===== src/capture_sync_pkg.sv =====
package capture_sync_pkg;

  // ----------------------------------------------------------------
  // widths
  // ----------------------------------------------------------------
  localparam int CG_W = 10;
  localparam int OCTET_W = 8;
  localparam int SAMPLE_OCTETS = 2;
  localparam int SAMPLE_W = OCTET_W * SAMPLE_OCTETS;
  localparam int MEM_ADDR_W = 10;
  localparam int LMFC_CNT_W = 8;

  // ----------------------------------------------------------------
  // defaults and codes
  // ----------------------------------------------------------------
  localparam logic [LMFC_CNT_W-1:0] LMFC_DIV_DEF = 8'h10;
  localparam logic [MEM_ADDR_W:0] CAPTURE_LEN_DEF = 11'h400;
  localparam logic [1:0] SUBCLASS_1 = 2'h1;
  localparam logic [1:0] SUBCLASS_2 = 2'h2;

  // synchronised pin bit positions
  localparam int PIN_SYSREF = 0;
  localparam int PIN_SYNC = 1;
  localparam int PIN_TRIG_EXT = 2;
  localparam int PIN_TRIG_IN = 3;
  localparam int PIN_N = 4;

  // 6b group of the only control character family decoded
  localparam logic [5:0] K28_NEG = 6'h0f;
  localparam logic [5:0] K28_POS = 6'h30;

  // ----------------------------------------------------------------
  // carriers
  // ----------------------------------------------------------------
  typedef struct packed {
    logic valid;
    logic is_ctrl;
    logic err;
    logic [OCTET_W-1:0] octet;
  } octet_t;

  typedef struct packed {
    logic en;
    logic [MEM_ADDR_W-1:0] addr;
    logic [SAMPLE_W-1:0] data;
  } mem_wr_t;

  typedef enum logic [3:0] {
    ST_IDLE = 4'h1,
    ST_ARMED = 4'h2,
    ST_CAPTURE = 4'h4,
    ST_DONE = 4'h8
  } cap_state_t;

endpackage


===== src/code_group_decoder.sv =====
`timescale 1ns/100ps
module code_group_decoder (
  input wire logic clk_sys,
  input wire logic rst,
  input wire logic ce,
  input wire logic [capture_sync_pkg::CG_W-1:0] code_group,
  input wire logic code_valid,
  output capture_sync_pkg::octet_t octet_out
);

  logic [5:0] six_b;
  logic [3:0] four_b;
  logic [4:0] low5;
  logic [2:0] high3;
  logic bad6;
  logic bad4;
  logic is_k;

  assign six_b = code_group[9:4];

  // ----------------------------------------------------------------
  // 6b to 5b
  // ----------------------------------------------------------------
  always_comb begin
    low5 = 5'h00;
    bad6 = 1'b0;
    is_k = 1'b0;
    unique case (six_b)
      6'h27, 6'h18: low5 = 5'h00;
      6'h1d, 6'h22: low5 = 5'h01;
      6'h2d, 6'h12: low5 = 5'h02;
      6'h31: low5 = 5'h03;
      6'h35, 6'h0a: low5 = 5'h04;
      6'h29: low5 = 5'h05;
      6'h19: low5 = 5'h06;
      6'h38, 6'h07: low5 = 5'h07;
      6'h39, 6'h06: low5 = 5'h08;
      6'h25: low5 = 5'h09;
      6'h15: low5 = 5'h0a;
      6'h34: low5 = 5'h0b;
      6'h0d: low5 = 5'h0c;
      6'h2c: low5 = 5'h0d;
      6'h1c: low5 = 5'h0e;
      6'h17, 6'h28: low5 = 5'h0f;
      6'h1b, 6'h24: low5 = 5'h10;
      6'h23: low5 = 5'h11;
      6'h13: low5 = 5'h12;
      6'h32: low5 = 5'h13;
      6'h0b: low5 = 5'h14;
      6'h2a: low5 = 5'h15;
      6'h1a: low5 = 5'h16;
      6'h3a, 6'h05: low5 = 5'h17;
      6'h33, 6'h0c: low5 = 5'h18;
      6'h26: low5 = 5'h19;
      6'h16: low5 = 5'h1a;
      6'h36, 6'h09: low5 = 5'h1b;
      6'h0e: low5 = 5'h1c;
      6'h2e, 6'h11: low5 = 5'h1d;
      6'h1e, 6'h21: low5 = 5'h1e;
      6'h2b, 6'h14: low5 = 5'h1f;
      capture_sync_pkg::K28_NEG, capture_sync_pkg::K28_POS: begin
        low5 = 5'h1c;
        is_k = 1'b1;
      end
      default: bad6 = 1'b1;
    endcase
  end

  // positive-disparity control groups carry an inverted 4b tail
  assign four_b = (six_b == capture_sync_pkg::K28_POS) ? ~code_group[3:0] : code_group[3:0];

  // ----------------------------------------------------------------
  // 4b to 3b
  // ----------------------------------------------------------------
  always_comb begin
    high3 = 3'h0;
    bad4 = 1'b0;
    unique case (four_b)
      4'hb, 4'h4: high3 = 3'h0;
      4'h9: high3 = 3'h1;
      4'h5: high3 = 3'h2;
      4'hc, 4'h3: high3 = 3'h3;
      4'hd, 4'h2: high3 = 3'h4;
      4'ha: high3 = 3'h5;
      4'h6: high3 = 3'h6;
      4'he, 4'h1, 4'h7, 4'h8: high3 = 3'h7;
      default: bad4 = 1'b1;
    endcase
  end

  // ----------------------------------------------------------------
  // registered octet
  // ----------------------------------------------------------------
  always_ff @(posedge clk_sys or posedge rst) begin
    if (rst) begin
      octet_out <= '0;
    end else if (ce) begin
      octet_out.valid <= code_valid;
      octet_out.is_ctrl <= is_k;
      octet_out.err <= code_valid & (bad6 | bad4);
      octet_out.octet <= {high3, low5};
    end
  end

endmodule // code_group_decoder


===== src/capture_sync.sv =====
`timescale 1ns/100ps
// Behaviour
// - The master registers its external or software trigger at each SYSREF/LMFC rising edge to form trigger-out.
// - The master uses its trigger-out as its own capture enable and drives it out to the slaves.
// - Master and slave start writing samples to memory only at an LMFC edge where trigger-out is high.
// - All sampling, frame, character and bit timing comes from the one shared device clock.
// - A shared reference resets the multiframe divider phase: SYSREF for subclass 1, SYNC for subclass 2.
// - Samples travel as 8-bit octets and the receiver packs octets back into samples.
// - Each octet travels as a 10-bit code group which the receiver decodes back to an octet.
// - The transmitter inserts control characters and the receiver removes them before sample extraction.
module capture_sync #(
  parameter logic [capture_sync_pkg::LMFC_CNT_W-1:0] LMFC_DIV = capture_sync_pkg::LMFC_DIV_DEF,
  parameter logic [capture_sync_pkg::MEM_ADDR_W:0] CAPTURE_LEN = capture_sync_pkg::CAPTURE_LEN_DEF
) (
  input wire logic clk_sys,
  input wire logic rst,
  input wire logic ce,
  input wire logic is_master,
  input wire logic [1:0] subclass,
  input wire logic trig_sw,
  input wire logic capture_arm,
  input wire logic sysref_pin,
  input wire logic sync_pin,
  input wire logic trig_ext_pin,
  input wire logic trig_in_pin,
  input wire logic [capture_sync_pkg::CG_W-1:0] code_group,
  input wire logic code_valid,
  output logic trig_out_pin,
  output logic lmfc_tick,
  output capture_sync_pkg::mem_wr_t mem_wr,
  output logic capture_busy,
  output logic capture_done,
  output logic decode_err
);

  localparam int PN = capture_sync_pkg::PIN_N;
  localparam int SO = capture_sync_pkg::SAMPLE_OCTETS;
  localparam int OW = capture_sync_pkg::OCTET_W;

  logic [PN-1:0] pins_raw;
  logic [PN-1:0] meta_reg;
  logic [PN-1:0] sync_reg;
  logic [PN-1:0] prev_reg;
  logic ref_rise;
  logic [capture_sync_pkg::LMFC_CNT_W-1:0] lmfc_cnt_reg;
  logic lmfc_edge;
  logic trig_src;
  logic trig_out_reg;
  logic cap_enable;
  capture_sync_pkg::cap_state_t state_reg;
  capture_sync_pkg::cap_state_t state_next;
  logic [capture_sync_pkg::MEM_ADDR_W:0] wr_count_reg;
  capture_sync_pkg::octet_t oct;
  logic [capture_sync_pkg::SAMPLE_W-1:0] pack_reg;
  logic [$clog2(SO+1)-1:0] pack_cnt_reg;
  logic sample_ready_reg;
  logic [capture_sync_pkg::SAMPLE_W-1:0] sample_reg;

  assign pins_raw = {trig_in_pin, trig_ext_pin, sync_pin, sysref_pin};

  // ----------------------------------------------------------------
  // pin synchronisers
  // ----------------------------------------------------------------
  genvar gi;
  generate
    for (gi = 0; gi < PN; gi++) begin : g_sync
      always_ff @(posedge clk_sys or posedge rst) begin
        if (rst) begin
          meta_reg[gi] <= 1'b0;
          sync_reg[gi] <= 1'b0;
          prev_reg[gi] <= 1'b0;
        end else if (ce) begin
          meta_reg[gi] <= pins_raw[gi];
          sync_reg[gi] <= meta_reg[gi];
          prev_reg[gi] <= sync_reg[gi];
        end
      end
    end
  endgenerate

  // ----------------------------------------------------------------
  // multiframe divider and phase reference
  // ----------------------------------------------------------------
  always_comb begin
    ref_rise = 1'b0;
    if (subclass == capture_sync_pkg::SUBCLASS_2) begin
      ref_rise = sync_reg[capture_sync_pkg::PIN_SYNC] & ~prev_reg[capture_sync_pkg::PIN_SYNC];
    end else if (subclass == capture_sync_pkg::SUBCLASS_1) begin
      ref_rise = sync_reg[capture_sync_pkg::PIN_SYSREF] & ~prev_reg[capture_sync_pkg::PIN_SYSREF];
    end
  end

  // divider runs on the one device clock, no private timebase
  assign lmfc_edge = ref_rise | (lmfc_cnt_reg == LMFC_DIV - 1'b1);

  always_ff @(posedge clk_sys or posedge rst) begin
    if (rst) begin
      lmfc_cnt_reg <= '0;
    end else if (ce) begin
      if (lmfc_edge) begin
        lmfc_cnt_reg <= '0;
      end else begin
        lmfc_cnt_reg <= lmfc_cnt_reg + 1'b1;
      end
    end
  end

  always_ff @(posedge clk_sys or posedge rst) begin
    if (rst) begin
      lmfc_tick <= 1'b0;
    end else if (ce) begin
      lmfc_tick <= lmfc_edge;
    end
  end

  // ----------------------------------------------------------------
  // trigger-out generation
  // ----------------------------------------------------------------
  assign trig_src = sync_reg[capture_sync_pkg::PIN_TRIG_EXT] | trig_sw;

  always_ff @(posedge clk_sys or posedge rst) begin
    if (rst) begin
      trig_out_reg <= 1'b0;
    end else if (ce && lmfc_edge) begin
      trig_out_reg <= is_master & trig_src;
    end
  end

  // slaves stay low on the forwarded line
  always_ff @(posedge clk_sys or posedge rst) begin
    if (rst) begin
      trig_out_pin <= 1'b0;
    end else if (ce) begin
      trig_out_pin <= is_master & trig_out_reg;
    end
  end

  // master follows its own trigger-out, slave the forwarded one
  assign cap_enable = is_master ? trig_out_reg : sync_reg[capture_sync_pkg::PIN_TRIG_IN];

  // ----------------------------------------------------------------
  // capture sequencing
  // ----------------------------------------------------------------
  always_comb begin
    state_next = state_reg;
    unique case (state_reg)
      capture_sync_pkg::ST_IDLE: begin
        if (capture_arm) begin
          state_next = capture_sync_pkg::ST_ARMED;
        end
      end
      capture_sync_pkg::ST_ARMED: begin
        // low enable at the edge leaves the block waiting
        if (lmfc_edge && cap_enable) begin
          state_next = capture_sync_pkg::ST_CAPTURE;
        end
      end
      capture_sync_pkg::ST_CAPTURE: begin
        if (sample_ready_reg && (wr_count_reg == CAPTURE_LEN - 1'b1)) begin
          state_next = capture_sync_pkg::ST_DONE;
        end
      end
      capture_sync_pkg::ST_DONE: begin
        if (capture_arm) begin
          state_next = capture_sync_pkg::ST_ARMED;
        end
      end
      default: state_next = capture_sync_pkg::ST_IDLE;
    endcase
  end

  always_ff @(posedge clk_sys or posedge rst) begin
    if (rst) begin
      state_reg <= capture_sync_pkg::ST_IDLE;
    end else if (ce) begin
      state_reg <= state_next;
    end
  end

  always_ff @(posedge clk_sys or posedge rst) begin
    if (rst) begin
      capture_busy <= 1'b0;
      capture_done <= 1'b0;
    end else if (ce) begin
      capture_busy <= (state_next == capture_sync_pkg::ST_CAPTURE);
      capture_done <= (state_next == capture_sync_pkg::ST_DONE);
    end
  end

  // ----------------------------------------------------------------
  // receive path: decode, drop control, pack
  // ----------------------------------------------------------------
  code_group_decoder u_decoder (
    .clk_sys(clk_sys),
    .rst(rst),
    .ce(ce),
    .code_group(code_group),
    .code_valid(code_valid),
    .octet_out(oct)
  );

  always_ff @(posedge clk_sys or posedge rst) begin
    if (rst) begin
      decode_err <= 1'b0;
    end else if (ce) begin
      decode_err <= oct.err;
    end
  end

  // first octet of a sample is its most significant
  always_ff @(posedge clk_sys or posedge rst) begin
    if (rst) begin
      pack_reg <= '0;
      pack_cnt_reg <= '0;
      sample_ready_reg <= 1'b0;
      sample_reg <= '0;
    end else if (ce) begin
      sample_ready_reg <= 1'b0;
      if (oct.valid && !oct.is_ctrl && !oct.err) begin
        pack_reg <= {pack_reg[capture_sync_pkg::SAMPLE_W-OW-1:0], oct.octet};
        if (pack_cnt_reg == SO - 1) begin
          pack_cnt_reg <= '0;
          sample_ready_reg <= 1'b1;
          sample_reg <= {pack_reg[capture_sync_pkg::SAMPLE_W-OW-1:0], oct.octet};
        end else begin
          pack_cnt_reg <= pack_cnt_reg + 1'b1;
        end
      end
    end
  end

  // ----------------------------------------------------------------
  // memory write port
  // ----------------------------------------------------------------
  always_ff @(posedge clk_sys or posedge rst) begin
    if (rst) begin
      mem_wr <= '0;
      wr_count_reg <= '0;
    end else if (ce) begin
      mem_wr.en <= 1'b0;
      if (state_reg == capture_sync_pkg::ST_ARMED) begin
        wr_count_reg <= '0;
      end else if (state_reg == capture_sync_pkg::ST_CAPTURE && sample_ready_reg) begin
        mem_wr.en <= 1'b1;
        mem_wr.addr <= wr_count_reg[capture_sync_pkg::MEM_ADDR_W-1:0];
        mem_wr.data <= sample_reg;
        wr_count_reg <= wr_count_reg + 1'b1;
      end
    end
  end

endmodule // capture_sync


===== config.mk =====
export PLATFORM = sky130hd
export DESIGN_NAME = capture_sync
export DESIGN_NICKNAME = d
export VERILOG_FILES = /design/src/capture_sync_pkg.sv /design/src/code_group_decoder.sv /design/src/capture_sync.sv
export SDC_FILE = /design/constraint.sdc
export NUM_CORES = 1
export LEC_CHECK = 0
export BUFFER_PORTS_ARGS = -buffer_cell sky130_fd_sc_hd__buf_4
export CORE_MARGIN = 2
export CORE_UTILIZATION = 55
export CTS_CLUSTER_SIZE = 16
export DETAILED_ROUTE_END_ITERATION = 8
export GPL_TIMING_DRIVEN = 0
export PLACE_DENSITY = 0.75
export SLEW_MARGIN = 20
export SYNTH_ARGS = -nofsm -noshare
export SYNTH_HDL_FRONTEND = slang
export SYNTH_SLANG_ARGS = --single-unit

===== constraint.sdc =====
create_clock -name clk_sys -period 4.1 [get_ports clk_sys]
set_clock_uncertainty 0.15 [all_clocks]
set_input_delay 0.41 -clock clk_sys [delete_from_list [all_inputs] [get_ports clk_sys]]
set_output_delay 0.41 -clock clk_sys [all_outputs]
set_load 0.03 [all_outputs]

==> results.sh, run 1 <==
export IMPL_largest_register_ffs=27
export IMPL_wl_mm=10.83
export IMPL_nNetsFinal=621
export IMPL_overflow=0
export IMPL_grt_use_met3=0.03745
export IMPL_io_buffers=50
export IMPL_dr_pass1_iters=6
export IMPL_num_antenna_cells=0
export IMPL_p_leak_uw=0.002793
export IMPL_r2r_end="lmfc_cnt_reg[0]$_DFFE_PP0P_"
export IMPL_met1_usage=0.3150
export IMPL_grt_use_met2=0.3467
export IMPL_std_cell_rows=35
export IMPL_grt_pass1_vias=3817
export IMPL_grt_max_degree=84
export IMPL_fp_dieW_um=100.9
export IMPL_die_h_um=100.9
export IMPL_async_flop_share=1.000
export IMPL_grt_first_pass_wirelength_mm=18.19
export IMPL_ios=55
export IMPL_worstPathCellList="ha_1 -> nand4b_1 -> nor4_1 -> or2_1 -> buf_2 -> nor2_1 -> mux2_2"
export IMPL_postSynthCellCount=533
export IMPL_placed_area_um2=5714
export IMPL_hpwl_mm=7.726
export IMPL_dp_slack_ns=1.930
export IMPL_final_setup_viol_count=0
export IMPL_arrival_ns=2.27
export IMPL_period_needed_ns=2.157
export IMPL_drive_above_1_share=0.2230
export IMPL_ys_seq_area_frac=0.5039
export IMPL_drc=0
export IMPL_cts_buffers=9
export IMPL_area_delta_synth_final_pct=14.38
export IMPL_core_um2=9196
export IMPL_antenna_found_initial=0
export IMPL_worstPathMaxFanout=6
export IMPL_clk_path_buf_depth=2
export IMPL_grtUsageTotal=0.2233
export IMPL_fmax_mhz=463.6
export IMPL_min_path_cells=2
export IMPL_crit_slowest_cell="nor4_1"
export IMPL_drv_cap=0
export IMPL_slew_headroom=0.5742
export IMPL_synthDistinctLibCells=65
export IMPL_start_util=0.5619
export IMPL_clock_latency_ns=0.36
export IMPL_gp_congestion=0.8809
export IMPL_syn_area_per_cell_um2=9.695
export IMPL_vias=4164
export IMPL_ys_ff_latch=104
export IMPL_synth_edf_count=0
export IMPL_syn_nets=558
export IMPL_ant_nets=0
export IMPL_worst_ir_drop_vdd_mv=0.1922
export IMPL_cp_required_ns=4.21
export IMPL_rsz0062_at_grt="no"
export IMPL_synth_largest_area_cell="dfrtp_1"
export IMPL_die_area_um2=10190
export IMPL_status="complete, no violations"
export IMPL_numClockSinks=104
export IMPL_drv_slew=0
export IMPL_viasPerCell=5.848
export IMPL_min_delay_start="trig_in_pin"
export IMPL_stdcell_count=712
export IMPL_end_kind="register"
export IMPL_netlist_area_um2=5167
export IMPL_ys_flop_type="dfrtp_1"
export IMPL_rrSetupSlack_ns=1.94
export IMPL_synth_yosys_warnings=0
export IMPL_cts_resized_gates=0
export IMPL_power_density_nw_per_um2=408.7
export IMPL_drt_iter0_drc=277
export IMPL_reg2reg_depth=7
export IMPL_start_kind="register"
export IMPL_synth_common_cells="nand2_1, dfrtp_1, o21ai_0"
export IMPL_dp_cells=695
export IMPL_cts_root_buf="clkbuf_8"
export IMPL_synth_top_area_frac=0.4988
export IMPL_busiest_layer="met2"
export IMPL_cts_tree="yes"
export IMPL_path_clk_slew_ns=0.11
export IMPL_worst_pin_slew_ns=0.6329
export IMPL_h_tree_depth=3
export IMPL_criticalPathCategory="register to register"
export IMPL_synth_area_leaders="dfrtp_1, nand2_1, mux2_2, o21ai_0, mux2_4"
export IMPL_worst_path_buf_inv=1
export IMPL_critical_path_top_delay_family="simple AND/OR/NAND/NOR gates"
export IMPL_hold_violations=0
export IMPL_reg2reg_from="lmfc_cnt_reg[0]$_DFFE_PP0P_"
export IMPL_synth_most_common_cell="nand2_1"
export IMPL_hp_class="primary input to register"
export IMPL_slowest_delay_ns=0.50
export IMPL_wire_per_inst_um=15.21
export IMPL_period_share=0.5261
export IMPL_setup_ws_ns=1.943
export IMPL_final_core_util=0.6427
export IMPL_fin_area_um2=5911
export IMPL_hold_path_end="meta_reg[3]$_DFFE_PP0P_"
[through the flow]
step / total power [uW] / setup TNS, ns / hold WS (ns)
after floorplan: 1693 / 0 / 0.2831
after global placement: 1803 / -23.67 / 0.3022
after detailed placement: 1833 / 0 / 0.2201
after CTS: 2431 / 0 / 0.1131
after global routing: 2546 / 0 / 0.09806
final: 2416 / 0 / 0.1221
[layer usage]
layer / routed length (um) / vias to the layer above / part of all wire
met5: 0 / - / 0
met2: 4894 / 158 / 0.45
li1: - / 2003 / -
met4: 250 / 0 / 0.023
met1: 5108 / 1983 / 0.47
met3: 573 / 20 / 0.053
[kinds of logic after synthesis]
family / synth area share
buffers and inverters: 0.04286
flip-flops: 0.5039
XOR/XNOR: 0.01526
AO/OA/AOI/OAI: 0.1516
adder cells (fa/ha/maj): 0.006779
multiplexers: 0.09152
AND/OR/NAND/NOR: 0.1881
[worst max-delay path by stage]
stage,from,endpoint,depth (start not counted)
after floorplan,rst,capture_busy$_DFFE_PP0P_,1
after global placement,rst,mem_wr[12]$_DFFE_PP0P_,2
after detailed placement,ce,sample_reg[2]$_DFFE_PP0P_,6
after CTS,wr_count_reg[0]$_DFFE_PP0P_,capture_busy$_DFFE_PP0P_,6
after global routing,wr_count_reg[0]$_DFFE_PP0P_,capture_busy$_DFFE_PP0P_,6
final,lmfc_cnt_reg[0]$_DFFE_PP0P_,lmfc_cnt_reg[0]$_DFFE_PP0P_,7
[where the power goes]
group          switching [uW]  internal [uW]  leakage [uW]  total, uW
clock                     368            232     0.0000859        600
sequential                122           1210       0.00134       1330
combinational             236            249       0.00136        484
total                     725           1690       0.00279       2420
[cells in the final DEF, fill, tap and decap left out, types with 5 or more instances in the layout]
master and instances:
nand2_1 111, dfrtp_1 103, buf_4 51, o21ai_0 46, mux2_2 30, nor2_1 26, a21oi_1 20, buf_2 18
nand3_1 15, clkbuf_1 14, inv_1 11, a31oi_1 11, nor2b_1 9, clkbuf_8 9, nand2b_1 7, mux2_4 7
xor2_1 6, nor3_1 6, o2bb2ai_1 5, and3_1 5
[repair_timing]
item / in CTS / in global routing
setup buffers: 0 / 0
hold buffers: 1 / 0
hold endpoints to repair: 20 / 0
[layout make-up]
class	count	area [um2]
Buffer	36	168.9
Multi-Input combinational cell	379	2342
Timing Repair Buffer	52	412.9
Tap cell	111	138.9
Fill cell	754	3286
Sequential cell	104	2604
Inverter	14	57.56
Clock buffer	9	123.9
Clock inverter	7	62.56
Note: power is estimated with default switching activity, not from simulation.
==> run 2, diff against run 1 <==
CORE_UTILIZATION = 53   (was 55)
PLACE_DENSITY = 0.76   (was 0.75)
clock period = 1.9 ns   (was 4.1 ns; I/O delays follow)
==> run 2 against run 1 <==
  * Total power grew 130%
  * Sequential cell count is the same
  * Largest cell class unchanged
  * Count of clock-buffer cells in the layout is the same
  * Critical endpoint unchanged
  * Critical path type unchanged
==> results.sh, run 2 (synthesis gave the netlist of run 1 again) <==
export IMPL_status="complete, no violations"
export IMPL_finalSetupTns_ns=0
export IMPL_die_area_um2=10560
export IMPL_final_common_cell="nand2_1"
export IMPL_start_kind="register"
export IMPL_vias=4348
export IMPL_top_layer_used="met4"
export IMPL_largest_register_ffs=27
export IMPL_drc=0
export IMPL_final_setup_viol_count=0
export IMPL_grt_max_degree=31
export IMPL_hpwl_mm=8.146
export IMPL_cts_root_buf="clkbuf_8"
export IMPL_period_needed_ns=1.878
export IMPL_drt_iter0_drc=278
export IMPL_fp_dieW_um=102.7
export IMPL_met2_length_mm=5.613
export IMPL_cts_buffers=9
export IMPL_wl_met3_um=624
export IMPL_endpoint="lmfc_cnt_reg[0]$_DFFE_PP0P_"
export IMPL_cp_required_ns=2.02
export IMPL_crit_path_start="prev_reg[1]$_DFFE_PP0P_"
export IMPL_grt_pass1_vias=4016
export IMPL_overflow=0
export IMPL_viasPerCell=5.729
export IMPL_numClockSinks=104
export IMPL_reg2reg_from="prev_reg[1]$_DFFE_PP0P_"
export IMPL_reg2reg_depth=6
export IMPL_rsz0062_at_grt="yes"
export IMPL_dr_pass1_iters=5
export IMPL_met1Wirelength_mm=5.511
export IMPL_area_delta_synth_final_pct=22.57
export IMPL_antenna_found_initial=0
export IMPL_wl_mm=11.94
export IMPL_end_kind="register"
export IMPL_core_um2=9639
export IMPL_final_cell_mix="nand2_1, dfrtp_1, buf_4"
export IMPL_worst_pin_slew_ns=0.7241
export IMPL_fin_area_um2=6334
export IMPL_p_leak_uw=0.002962
export IMPL_ant_nets=0
export IMPL_worstPathMaxFanout=6
export IMPL_hp_class="primary input to register"
export IMPL_path_clk_slew_ns=0.10
export IMPL_grtUsageTotal=0.2324
export IMPL_clk_path_buf_depth=2
export IMPL_h_tree_depth=3
export IMPL_rrSetupSlack_ns=0.02
export IMPL_placed_area_um2=5781
export IMPL_nNetsFinal=646
export IMPL_arrival_ns=2.00
export IMPL_die_h_um=102.7
export IMPL_r2r_end="lmfc_cnt_reg[0]$_DFFE_PP0P_"
export IMPL_start_util=0.5361
export IMPL_worst_ir_drop_vdd_mv=0.3972
export IMPL_num_antenna_cells=0
export IMPL_ios=55
export IMPL_io_buffers=50
export IMPL_period_share=0.9884
export IMPL_clock_latency_ns=0.38
export IMPL_drv_cap=0
export IMPL_slew_headroom=0.5162
export IMPL_wire_per_inst_um=15.74
export IMPL_std_cell_rows=36
export IMPL_drive_above_1_share=0.2668
export IMPL_drv_slew=0
export IMPL_cts_tree="yes"
export IMPL_criticalPathCategory="register to register"
export IMPL_grt_first_pass_wirelength_mm=19.30
export IMPL_hold_violations=0
export IMPL_gp_congestion=0.9279
export IMPL_power_density_nw_per_um2=890.6
export IMPL_fmax_mhz=532.5
[run 2: metal layers]
layer	track usage	up-vias
li1	-	2050
met1	0.3245	2126
met2	0.3665	156
met3	0.04068	16
met4	0.08704	0
met5	0	-
[run 2: worst min path at each step]
stage                        from                                  to  depth (start not counted)
floorplan               is_master            trig_out_pin$_DFFE_PP0P_                          2
detailed placement            rst              mem_wr[19]$_DFFE_PP0P_                          2
finish              code_group[2]  u_decoder.octet_out[8]$_DFFE_PP0P_                          3
global route        code_group[2]  u_decoder.octet_out[8]$_DFFE_PP0P_                          3
CTS                 code_group[2]  u_decoder.octet_out[8]$_DFFE_PP0P_                          3
global placement       sysref_pin             meta_reg[0]$_DFFE_PP0P_                          2
[run 2: layout make-up]
type / count / area (um2)
Buffer: 33 / 173.9
Clock buffer: 9 / 123.9
Clock inverter: 7 / 77.57
Timing Repair Buffer: 80 / 665.6
Multi-Input combinational cell: 379 / 2465
Tap cell: 133 / 166.4
Inverter: 14 / 56.30
Fill cell: 775 / 3306
Sequential cell: 104 / 2605
[run 2: repair_timing]
action | 4_1_cts | 5_1_grt
setup endpoints to repair | 25 | 22
buffers inserted | 3 | 14
gates resized for setup | 15 | 18
gates cloned | 0 | 1
hold endpoints to repair | 37 | 0
pin swaps | 4 | 7
hold buffers | 9 | 0
[run 2: where the power goes]
part | internal (uW) | switching (uW) | total [uW]
Sequential | 2610 | 285 | 2900
Clock | 618 | 805 | 1420
Combinational | 718 | 604 | 1320
[run 2: critical path, stage by stage, from the launching register on]
cell and delay (ns):
dfrtp_1 0.40, or4bb_1 0.55, nand2_4 0.13, or2_1 0.14
buf_6 0.13, nor2_2 0.03, mux2_2 0.25
[run 2: per-stage QoR]
step	power (uW)	hold WS [ns]	worst slack, ns	instances	utilization
5_1_grt	5928	0.08494	-0.01933	759	0.6571
3_3_place_gp	3891	0.2757	-0.3297	716	0.5927
2_1_floorplan	3654	0.1901	0.06248	533	-
6_report	5641	0.06365	0.02199	759	0.6571
4_1_cts	5482	0.04892	0.0005433	746	0.6393
3_5_place_dp	3985	0.2005	-0.2651	719	0.5997
==> run 3, diff against run 2 <==
CORE_UTILIZATION = 25   (was 53)
PLACE_DENSITY = not set   (was 0.76)
==> run 3 against run 2 <==
  * Worst setup slack worse by 0.0083 ns
  * Register-to-register slack hardly changed
  * Sequential share of layout area is 1.3 points lower
  * Critical path depth is 1 higher
  * Fmax is 0.44% lower
  * Wire length is 4.6% higher
  * Final area is 3.4% higher
==> results.sh, run 3 (synthesis gave the netlist of run 1 again) <==
export IMPL_final_core_util=0.3235
export IMPL_clkPwrFrac=0.303
export IMPL_worstPathCellList="ha_2 -> nand4b_1 -> nor4_4 -> or2_1 -> buf_6 -> nor2_1 -> mux2_4"
export IMPL_ff_latch_area_um2=2605
export IMPL_period_share=0.9928
export IMPL_grt_first_pass_wirelength_mm=20.64
export IMPL_drive_above_1_share=0.2601
export IMPL_hpwl_mm=8.721
export IMPL_slowest_delay_ns=0.37
export IMPL_fin_area_um2=6546
export IMPL_drv_cap=0
export IMPL_grt_use_met2=0.1693
export IMPL_die_area_um2=21840
export IMPL_hold_ws_ns=0.08338
export IMPL_gp_congestion=0.8578
export IMPL_p_leak_uw=0.002983
export IMPL_arrival_ns=1.97
export IMPL_fp_dieW_um=147.8
export IMPL_power_density_nw_per_um2=913.2
export IMPL_vias=4129
export IMPL_combinationalPowerShare=0.214
export IMPL_drc=0
export IMPL_grt_max_degree=31
export IMPL_wire_per_inst_um=14.05
export IMPL_cts_tree="yes"
export IMPL_ios=55
export IMPL_worst_path_buf_inv=1
export IMPL_clk_path_buf_depth=2
export IMPL_worst_ir_drop_vdd_mv=0.3595
export IMPL_seq_power_share=0.484
export IMPL_viasPerCell=4.645
export IMPL_start_util=0.2554
export IMPL_final_common_cell="nand2_1"
export IMPL_final_setup_viol_count=0
export IMPL_core_um2=20230
export IMPL_io_buffers=50
export IMPL_intPower_uw=4229
export IMPL_worst_pin_slew_ns=0.6421
export IMPL_rsz0062_at_grt="yes"
export IMPL_die_h_um=147.8
export IMPL_dp_cells=856
export IMPL_area_delta_synth_final_pct=26.68
export IMPL_final_cell_mix="nand2_1, dfrtp_1, buf_4"
export IMPL_clock_latency_ns=0.35
export IMPL_period_needed_ns=1.886
export IMPL_criticalPathCategory="register to register"
export IMPL_cts_buffers=9
export IMPL_wl_mm=12.49
export IMPL_cts_root_buf="clkbuf_16"
export IMPL_grt_use_met3=0.02593
export IMPL_h_tree_depth=3
export IMPL_status="complete, no violations"
export IMPL_drt_iter0_drc=297
export IMPL_drv_slew=0
export IMPL_crit_slowest_cell="dfrtp_1"
export IMPL_met1_usage=0.1661
export IMPL_busiest_layer="met2"
export IMPL_stdcell_count=889
export IMPL_std_cell_rows=52
export IMPL_hp_class="primary input to register"
export IMPL_numClockSinks=104
export IMPL_nNetsFinal=639
export IMPL_grtUsageTotal=0.1153
export IMPL_p_sw_frac=0.2926
export IMPL_finalSetupTns_ns=0
export IMPL_overflow=0
export IMPL_slew_headroom=0.5710
export IMPL_fmax_mhz=530.1
export IMPL_dr_pass1_iters=4
export IMPL_multiInputGateArea_um2=2459
export IMPL_hold_violations=0
export IMPL_fill_cells=2090
export IMPL_placed_area_um2=5952
export IMPL_end_kind="register"
export IMPL_start_kind="register"
export IMPL_antenna_found_initial=0
export IMPL_critical_path_top_delay_family="simple AND/OR/NAND/NOR gates"
export IMPL_rrSetupSlack_ns=0.01
export IMPL_path_clk_slew_ns=0.07
export IMPL_cp_required_ns=1.99
export IMPL_worstPathMaxFanout=6
export IMPL_grt_pass1_vias=4053
export IMPL_switchingPower_uw=1749
export IMPL_ant_nets=0
export IMPL_largest_register_ffs=27
export IMPL_num_antenna_cells=0
[run 3: what timing repair did]
item                                   4_1_cts  5_1_grt
setup endpoints to repair                   40       19
setup buffers                                0       10
pin swaps                                    1        6
gates resized for setup                     15       23
endpoints found under the hold margin       30        0
hold buffers                                 9        0
gates cloned                                 0        1
[run 3: power by group through the flow]
stage | Combinational [uW] | Sequential [uW] | Clock, uW
final | 1280 | 2890 | 1810
after global placement | 1010 | 2910 | 0
after CTS | 1060 | 2920 | 1860
after floorplan | 800 | 2850 | 0
after detailed placement | 1060 | 2910 | 0
after global routing | 1400 | 2940 | 1950
[run 3: tightest hold or removal path, stage by stage]
cell and delay (ns):
buf_4 0.13, a31oi_1 0.09, a31oi_1 0.13
[run 3: layout make-up]
class                           count  share of cell area
Inverter                           14            0.008601
Clock inverter                      7            0.008983
Multi-Input combinational cell    379              0.3756
Tap cell                          270             0.05161
Clock buffer                        9             0.03440
Sequential cell                   104              0.3979
Timing Repair Buffer               73             0.09557
Buffer                             33             0.02733
[run 3: worst paths after layout]
kind	from	end	cells past startpoint
max	lmfc_cnt_reg[1]$_DFFE_PP0P_	lmfc_cnt_reg[0]$_DFFE_PP0P_	7
min	code_group[2]	u_decoder.octet_out[8]$_DFFE_PP0P_	3
max reg2reg	lmfc_cnt_reg[1]$_DFFE_PP0P_	lmfc_cnt_reg[0]$_DFFE_PP0P_	7
min reg2reg	sample_reg[15]$_DFFE_PP0P_	mem_wr[15]$_DFFE_PP0P_	2
max in group asynchronous	rst	state_reg[0]$_DFFE_PP1P_	4
min in group asynchronous	rst	capture_done$_DFFE_PP0P_	3
[run 3: per-layer routing]
layer	part of all wire	vias to the layer above
li1	-	2034
met5	0	-
met3	0.048	10
met2	0.43	92
met4	0.010	0
met1	0.51	1993
[run 3: metrics by stage]
| stage | setup slack [ns] | total power [uW] |
|---|---|---|
| global placement | -0.4519 | 3919 |
| CTS | 0.001354 | 5835 |
| finish | 0.01366 | 5978 |
| global route | -0.08876 | 6301 |
| floorplan | 0.06248 | 3654 |
| detailed placement | -0.2578 | 3970 |
